<file path="src/design/ldf_pkg.sv">
// Package of register indices, field positions and reset values for the link diagnostic bank.
package ldf_pkg;

   // Register indices; the byte address of each register is four times its index.
   localparam logic [7:0]  PAGE_SELECT_IDX     = 8'h13;
   localparam logic [7:0]  CABLE_LENGTH_IDX    = 8'h14;
   localparam logic [7:0]  FREQ_OFFSET_IDX     = 8'h15;

   // Page selection field and the code that opens the diagnostic page.
   localparam int          PAGE_FIELD_LSB      = 0;
   localparam int          PAGE_FIELD_MSB      = 1;
   localparam logic [1:0]  DIAG_PAGE_CODE      = 2'h2;
   localparam logic [1:0]  PAGE_RESET          = 2'h0;

   // Field positions inside the frequency offset indication register.
   localparam int          SAMPLE_REQ_BIT      = 15;
   localparam int          VALUE_SELECT_BIT    = 8;
   localparam int          VALUE_FIELD_MSB     = 7;

   // Reset values and the marker for an unknown cable length.
   localparam logic [7:0]  LENGTH_RESET        = 8'h00;
   localparam logic [7:0]  LENGTH_UNKNOWN      = 8'hFF;
   localparam logic [7:0]  OFFSET_RESET        = 8'h00;
   localparam logic [15:0] REG_RESET           = 16'h0000;

   // AXI4-Lite response codes.
   localparam logic [1:0]  RESP_OKAY           = 2'b00;
   localparam logic [1:0]  RESP_SLVERR         = 2'b10;

   // Address width of the register window.
   localparam int          ADDR_W              = 12;

endpackage : ldf_pkg

</file>
<file path="src/design/ldf_regs.sv">
// Link diagnostic cable length and frequency offset registers behind an AXI4-Lite slave.
//
// Added by the designer: the AXI4-Lite register port.
`timescale 1ns/1ps
`default_nettype none

module ldf_regs (
   // Clock and reset.
   input  wire  logic                      ref_clk_i,
   input  wire  logic                      rst_i,
   // AXI4-Lite write address channel.
   input  wire  logic [ldf_pkg::ADDR_W-1:0] s_axi_awaddr_i,
   input  wire  logic                      s_axi_awvalid_i,
   output logic                            s_axi_awready_o,
   // AXI4-Lite write data channel.
   input  wire  logic [31:0]               s_axi_wdata_i,
   input  wire  logic [3:0]                s_axi_wstrb_i,
   input  wire  logic                      s_axi_wvalid_i,
   output logic                            s_axi_wready_o,
   // AXI4-Lite write response channel.
   output logic [1:0]                      s_axi_bresp_o,
   output logic                            s_axi_bvalid_o,
   input  wire  logic                      s_axi_bready_i,
   // AXI4-Lite read address channel.
   input  wire  logic [ldf_pkg::ADDR_W-1:0] s_axi_araddr_i,
   input  wire  logic                      s_axi_arvalid_i,
   output logic                            s_axi_arready_o,
   // AXI4-Lite read data channel.
   output logic [31:0]                     s_axi_rdata_o,
   output logic [1:0]                      s_axi_rresp_o,
   output logic                            s_axi_rvalid_o,
   input  wire  logic                      s_axi_rready_i,
   // Link state from the receive path.
   input  wire  logic                      link_up_i,
   input  wire  logic                      speed_100_i,
   input  wire  logic [7:0]                length_estimate_i,
   input  wire  logic                      length_estimate_valid_i,
   // Receive signal processor fetch port.
   output logic                            dsp_req_o,
   output logic                            dsp_value_select_o,
   input  wire  logic                      dsp_ack_i,
   input  wire  logic [7:0]                dsp_offset_i,
   input  wire  logic [7:0]                dsp_phase_corr_i,
   // Current page selection, for the rest of the management logic.
   output logic [1:0]                      register_page_select_o
);

   // Bus channel state.
   logic                      awready_reg;
   logic                      awready_next;
   logic                      wready_reg;
   logic                      wready_next;
   logic                      aw_held_reg;
   logic                      aw_held_next;
   logic                      w_held_reg;
   logic                      w_held_next;
   logic                      bvalid_reg;
   logic                      bvalid_next;
   logic [1:0]                bresp_reg;
   logic                      arready_reg;
   logic                      arready_next;
   logic                      rvalid_reg;
   logic                      rvalid_next;
   logic [1:0]                rresp_reg;
   logic [31:0]               rdata_reg;
   logic [ldf_pkg::ADDR_W-1:0] awaddr_reg;
   logic [31:0]               wdata_reg;
   logic [3:0]                wstrb_reg;

   // Register contents and fetch state.
   logic [1:0]                page_reg;
   logic [7:0]                length_reg;
   logic [7:0]                length_next;
   logic                      control_value_select_reg;
   logic [7:0]                offset_reg;
   logic                      req_reg;
   logic                      req_sel_reg;

   // Channel handshakes.
   wire                       aw_take  = s_axi_awvalid_i & awready_reg;
   wire                       w_take   = s_axi_wvalid_i & wready_reg;
   wire                       b_done   = bvalid_reg & s_axi_bready_i;
   wire                       ar_take  = s_axi_arvalid_i & arready_reg;
   wire                       r_done   = rvalid_reg & s_axi_rready_i;
   wire                       do_write = aw_held_reg & w_held_reg & ~bvalid_reg;

   wire                       diag_page = (page_reg == ldf_pkg::DIAG_PAGE_CODE);

   // Write address decode; the diagnostic pair answers only while its page is open.
   wire [7:0]                 wr_idx     = awaddr_reg[9:2];
   wire                       wr_high_ok = (awaddr_reg[ldf_pkg::ADDR_W-1:10] == '0);
   wire                       wr_page    = wr_high_ok & (wr_idx == ldf_pkg::PAGE_SELECT_IDX);
   wire                       wr_len     = wr_high_ok & diag_page
                                           & (wr_idx == ldf_pkg::CABLE_LENGTH_IDX);
   wire                       wr_freq    = wr_high_ok & diag_page
                                           & (wr_idx == ldf_pkg::FREQ_OFFSET_IDX);
   wire                       wr_hit     = wr_page | wr_len | wr_freq;

   // Byte lane qualified writes to the frequency register.
   wire                       freq_hi_we = do_write & wr_freq & wstrb_reg[1];
   wire                       new_sel    = wdata_reg[ldf_pkg::VALUE_SELECT_BIT];
   wire                       sample_go  = freq_hi_we & wdata_reg[ldf_pkg::SAMPLE_REQ_BIT]
                                           & ~req_reg;

   // Read address decode.
   wire [7:0]                 rd_idx     = s_axi_araddr_i[9:2];
   wire                       rd_high_ok = (s_axi_araddr_i[ldf_pkg::ADDR_W-1:10] == '0);
   wire                       rd_page    = rd_high_ok & (rd_idx == ldf_pkg::PAGE_SELECT_IDX);
   wire                       rd_len     = rd_high_ok & diag_page
                                           & (rd_idx == ldf_pkg::CABLE_LENGTH_IDX);
   wire                       rd_freq    = rd_high_ok & diag_page
                                           & (rd_idx == ldf_pkg::FREQ_OFFSET_IDX);
   wire                       rd_hit     = rd_page | rd_len | rd_freq;

   wire [15:0]                page_word  = {14'h0000, page_reg};
   wire [15:0]                len_word   = {8'h00, length_reg};
   wire [15:0]                freq_word  = {1'b0, 6'h00, control_value_select_reg,
                                            offset_reg};
   wire [15:0]                rd_word    = rd_page ? page_word
                                           : rd_len ? len_word
                                           : rd_freq ? freq_word
                                           : ldf_pkg::REG_RESET;

   wire [7:0]                 ctrl_value = dsp_offset_i + dsp_phase_corr_i;
   wire [7:0]                 fetched    = req_sel_reg ? ctrl_value : dsp_offset_i;

   // Write channel bookkeeping; a channel stays closed while its item waits or a response is out.
   always_comb begin
      aw_held_next = aw_held_reg;
      w_held_next  = w_held_reg;
      bvalid_next  = bvalid_reg;
      if (aw_take) begin
         aw_held_next = 1'b1;
      end
      if (w_take) begin
         w_held_next = 1'b1;
      end
      if (do_write) begin
         aw_held_next = 1'b0;
         w_held_next  = 1'b0;
         bvalid_next  = 1'b1;
      end else if (b_done) begin
         bvalid_next = 1'b0;
      end
      awready_next = ~aw_held_next & ~bvalid_next;
      wready_next  = ~w_held_next & ~bvalid_next;
   end

   // Read channel bookkeeping; only one read is in flight at a time.
   always_comb begin
      rvalid_next = rvalid_reg;
      if (ar_take) begin
         rvalid_next = 1'b1;
      end else if (r_done) begin
         rvalid_next = 1'b0;
      end
      arready_next = ~rvalid_next;
   end

   always_comb begin
      if (speed_100_i & link_up_i & length_estimate_valid_i) begin
         length_next = length_estimate_i;
      end else begin
         length_next = ldf_pkg::LENGTH_UNKNOWN;
      end
   end

   // Handshake flops of the write side.
   always_ff @(posedge ref_clk_i or posedge rst_i) begin
      if (rst_i) begin
         awready_reg <= 1'b0;
         wready_reg  <= 1'b0;
         aw_held_reg <= 1'b0;
         w_held_reg  <= 1'b0;
         bvalid_reg  <= 1'b0;
      end else begin
         awready_reg <= awready_next;
         wready_reg  <= wready_next;
         aw_held_reg <= aw_held_next;
         w_held_reg  <= w_held_next;
         bvalid_reg  <= bvalid_next;
      end
   end

   // Captured write payload and response code.
   always_ff @(posedge ref_clk_i or posedge rst_i) begin
      if (rst_i) begin
         awaddr_reg <= '0;
         wdata_reg  <= 32'h0000_0000;
         wstrb_reg  <= 4'h0;
         bresp_reg  <= ldf_pkg::RESP_OKAY;
      end else begin
         if (aw_take) begin
            awaddr_reg <= s_axi_awaddr_i;
         end
         if (w_take) begin
            wdata_reg <= s_axi_wdata_i;
            wstrb_reg <= s_axi_wstrb_i;
         end
         if (do_write) begin
            bresp_reg <= wr_hit ? ldf_pkg::RESP_OKAY : ldf_pkg::RESP_SLVERR;
         end
      end
   end

   // Read side; data are sampled at the address handshake and held until taken.
   always_ff @(posedge ref_clk_i or posedge rst_i) begin
      if (rst_i) begin
         arready_reg <= 1'b0;
         rvalid_reg  <= 1'b0;
         rdata_reg   <= 32'h0000_0000;
         rresp_reg   <= ldf_pkg::RESP_OKAY;
      end else begin
         arready_reg <= arready_next;
         rvalid_reg  <= rvalid_next;
         if (ar_take) begin
            rdata_reg <= {16'h0000, rd_word};
            rresp_reg <= rd_hit ? ldf_pkg::RESP_OKAY : ldf_pkg::RESP_SLVERR;
         end
      end
   end

   always_ff @(posedge ref_clk_i or posedge rst_i) begin
      if (rst_i) begin
         page_reg <= ldf_pkg::PAGE_RESET;
      end else if (do_write & wr_page & wstrb_reg[0]) begin
         page_reg <= wdata_reg[ldf_pkg::PAGE_FIELD_MSB:ldf_pkg::PAGE_FIELD_LSB];
      end
   end

   // Length is resampled every cycle so a read sees the link state of the cycle before its address handshake.
   always_ff @(posedge ref_clk_i or posedge rst_i) begin
      if (rst_i) begin
         length_reg <= ldf_pkg::LENGTH_RESET;
      end else begin
         length_reg <= length_next;
      end
   end

   always_ff @(posedge ref_clk_i or posedge rst_i) begin
      if (rst_i) begin
         control_value_select_reg <= 1'b0;
      end else if (freq_hi_we) begin
         control_value_select_reg <= new_sel;
      end
   end

   // Fetch request is held until the processor acknowledges; a new sample while busy is dropped.
   always_ff @(posedge ref_clk_i or posedge rst_i) begin
      if (rst_i) begin
         req_reg     <= 1'b0;
         req_sel_reg <= 1'b0;
      end else if (sample_go) begin
         req_reg     <= 1'b1;
         req_sel_reg <= new_sel;
      end else if (dsp_ack_i) begin
         req_reg <= 1'b0;
      end
   end

   always_ff @(posedge ref_clk_i or posedge rst_i) begin
      if (rst_i) begin
         offset_reg <= ldf_pkg::OFFSET_RESET;
      end else if (req_reg & dsp_ack_i) begin
         offset_reg <= fetched;
      end
   end

   // Outputs straight from flops.
   assign s_axi_awready_o        = awready_reg;
   assign s_axi_wready_o         = wready_reg;
   assign s_axi_bvalid_o         = bvalid_reg;
   assign s_axi_bresp_o          = bresp_reg;
   assign s_axi_arready_o        = arready_reg;
   assign s_axi_rvalid_o         = rvalid_reg;
   assign s_axi_rdata_o          = rdata_reg;
   assign s_axi_rresp_o          = rresp_reg;
   assign dsp_req_o              = req_reg;
   assign dsp_value_select_o     = req_sel_reg;
   assign register_page_select_o = page_reg;

endmodule : ldf_regs

`default_nettype wire

</file>
<file path="config.mk">
export PLATFORM = sky130hd
export DESIGN_NAME = ldf_regs
export DESIGN_NICKNAME = d
export VERILOG_FILES = /design/src/design/ldf_pkg.sv /design/src/design/ldf_regs.sv
export SDC_FILE = /design/constraint.sdc
export NUM_CORES = 1
export LEC_CHECK = 0
export ABC_AREA = 1
export CAP_MARGIN = 20
export CORE_ASPECT_RATIO = 0.5
export CORE_MARGIN = 8
export CORE_UTILIZATION = 50
export DETAILED_ROUTE_END_ITERATION = 8
export DONT_BUFFER_PORTS = 1
export GPL_ROUTABILITY_DRIVEN = 0
export HOLD_SLACK_MARGIN = 0.05
export PLACE_DENSITY_LB_ADDON = 0.1
export SLEW_MARGIN = 15
export SYNTH_ARGS = -nofsm -noshare
export SYNTH_HDL_FRONTEND = slang
export SYNTH_SLANG_ARGS = --single-unit
</file>
<file path="constraint.sdc">
create_clock -name ref_clk_i -period 2.5 [get_ports ref_clk_i]
set_input_delay 0.5 -clock ref_clk_i [delete_from_list [all_inputs] [get_ports ref_clk_i]]
set_output_delay 0.5 -clock ref_clk_i [all_outputs]
set_load 0.03 [all_outputs]
</file>
==> flow_summary_export.csv <==
group,metric,value,unit
synthesis,synth_area_leaders,"dfrtp_1 47%, nand2_1 17%, buf_4 6.4%",
clock_network,h-tree-depth,2,
global_route,grt_max_degree,23,
flow_run,maxCapViolCount,0,
clock_network,post_cts_resized,0,
global_route,grt_overflow_total,0,
floorplanning,die_area,0.008730,mm2
sta,setup_tns,0,ns
clock_network,cts_tree,"done",
pwr,intPower,1650,uW
route,wl,6051,um
clock_network,clock_latency,0.29,ns
sta,rsz0062_at_grt,"no",
synthesis,synth-seq-area-share,0.4687,
setup_path,worstRegToRegCells,7,
floorplanning,io_pins,140,
global_route,grt_pass1_wl,10360,um
placed_design,dp_hpwl,4911,um
cells_and_area,utilization,0.5485,
synthesis,yosysTopAreaCellShare,0.4687,
clock_network,clock-sinks,55,
cells_and_area,nets,482,
route,wl_met3,509,um
sta,finalCritPeriodShare,0.6363,
route,wl_met2,2890,um
sta,final_hold_viol_count,0,
floorplanning,die_y,70.19,um
setup_path,worst_setup_path_end_kind,"primary output",
pwr,ir_worst_vdd,0.5581,mV
global_route,grt_usage,0.1397,
route,ant_nets,0,
pwr,power_frac_seq,0.518,
pwr,p_sw,837.8,uW
placed_design,port_buffers,0,
synthesis,ys_seq_elements,55,
global_route,grt_pass1_vias,2309,
hold_path,min_path_type,"in2async",
sta,fin_ws,0.9092,ns
sta,tightestPinTransition,0.7095,ns
cells_and_area,diodes,0,
sta,fmax,0.6286,GHz
sta,finalSetupViolCount,0,
run_status,outcome,"complete, no violations",
synthesis,avgSynthCellArea,7.789,um2
route,drt_iter0_drc,115,
synthesis,netlist_instances,377,
pwr,p_comb_frac,0.199,
pwr,clkPwrFrac,0.282,
sta,fin_crit,1.591,ns
pwr,p_leak,0.001620,uW
clock_network,root_buffer,"clkbuf_16",
route,drt-pass1-iter-count,6,
synthesis,async_flop_share,1.000,
sta,fin_skew,0.009021,ns
setup_path,cp_max_fo,15,
setup_path,worstPathRequired,2.00,ns
route,num_vias,2173,
floorplanning,chipWidth,124.4,um
synthesis,synth_area,0.002937,mm2
synthesis,synth_cell_types,32,
floorplanning,start_util,0.5256,
global_route,antenna_found_initial,0,
sta,drv_slew,0,
cells_and_area,drive_above_1_share,0.07105,
synthesis,yosysMostFrequentCell,"nand2_1",
cells_and_area,final_area,0.003064,mm2
route,routed.top_layer,"met3",
cells_and_area,syn2layout_area_growth,4.346,%
synthesis,synth_edf_count,0,
clock_network,postCtsHoldBufs,0,
floorplanning,fp.coreArea,0.005587,mm2
pwr,switching_share,0.3368,
setup_path,worstPathArrival,1.09,ns
pwr,power_density,811.7,mW/mm2
synthesis,synth_top_area_cell,"dfrtp_1",
route,met1_length,2651,um
clock_network,numCtsBuffers,5,
setup_path,cp.depth,0,
setup_path,worstSetupPathType,"reg2out",
setup_path,cp-start-kind,"register",
synthesis,synth_flop_cell,"dfrtp_1",
sta,slew-limit-headroom,0.5270,
route,vias_per_cell,4.797,
placed_design,place_ws,0.6533,ns
route,wire_per_inst,13.36,um
clock_network,postCtsSetupRepairBufs,0,
cells_and_area,largest_register_ffs,10,
clock_network,clk_pin_slew_worst_paths,0.07,ns
clock_network,clock_path_buffers,2,
floorplanning,placementRows,19,
route,drcViolationCount,0,
synthesis,synth_common_cells,"132 x nand2_1, 55 x dfrtp_1, 38 x inv_1",
placed_design,dpl_cell_area,0.002913,mm2
synthesis,yosysWarnings,0,
-- kinds of logic after synthesis --
kind of cell,Yosys count,synth area share
xor+xnor,2,0.005966
other cells,1,0.001277
buf+inv,75,0.1321
flops,55,0.4687
fa+ha+maj,8,0.03664
simple gates,206,0.3034
compound gates,30,0.05198
-- final cells by class --
type	count	area (um2)
Clock inverter	1	8.758
Multi-Input combinational cell	271	1262
Fill cell	559	2522
Clock buffer	7	142.6
Inverter	44	167.7
Sequential cell	55	1376
Tap cell	73	91.34
Timing Repair Buffer	2	15.01
-- worst paths after layout --
check / endpoint / slack, ns / startpoint
min in group ref_clk_i: dsp_req_o / 0.29 / dsp_ack_i
worst max register to register: s_axi_rdata_o[1] / 0.97 / register_page_select_o[0]
worst min register to register: offset_reg[4] / 0.48 / offset_reg[4]
worst max-delay path: dsp_value_select_o / 0.91 / dsp_value_select_o
worst min-delay path: wstrb_reg[1] / 0.10 / rst_i
max in group asynchronous: s_axi_rdata_o[8] / 1.76 / rst_i
-- per-layer routing --
metal	track usage	vias to the layer above
met2	0.2394	64
met5	0	-
li1	-	1128
met4	0.02384	0
met1	0.1606	981
met3	0.06175	0
-- through the flow --
step	hold slack, ns	cells	total power [uW]
after detailed placement	0.4256	445	1806
after CTS	0.1152	453	2515
after global routing	0.1378	453	2657
after global placement	0.4213	445	1780
final	0.1008	453	2487
after floorplan	0.4492	401	1720
-- power groups by stage --
stage                     sequential, uW  clock [uW]  combinational, uW
after CTS                           1290         722                502
after floorplan                     1270           0                451
after global placement              1300           0                480
after detailed placement            1310           0                499
final                               1290         703                495
after global routing                1310         762                584
-- placed cells by master (no fill, tap or decap), drive strengths merged --
cell | synthesis | routed
nand4 | 1 | 1
nand2 | 135 | 135
dfrtp | 55 | 55
nor3 | 3 | 3
buf | 28 | 2
xnor2 | 1 | 1
and2 | 1 | 1
clkbuf | 3 | 7
xor2 | 1 | 1
clkinv | 0 | 1
nand3b | 2 | 2
nand3 | 36 | 36
nor2 | 25 | 25
o21ai | 18 | 18
and3 | 1 | 1
a21oi | 11 | 11
conb | 1 | 25
or2 | 2 | 2
fa | 1 | 1
inv | 44 | 44
o211ai | 1 | 1
ha | 7 | 7
No activity file was read; power rests on OpenSTA's default activity.
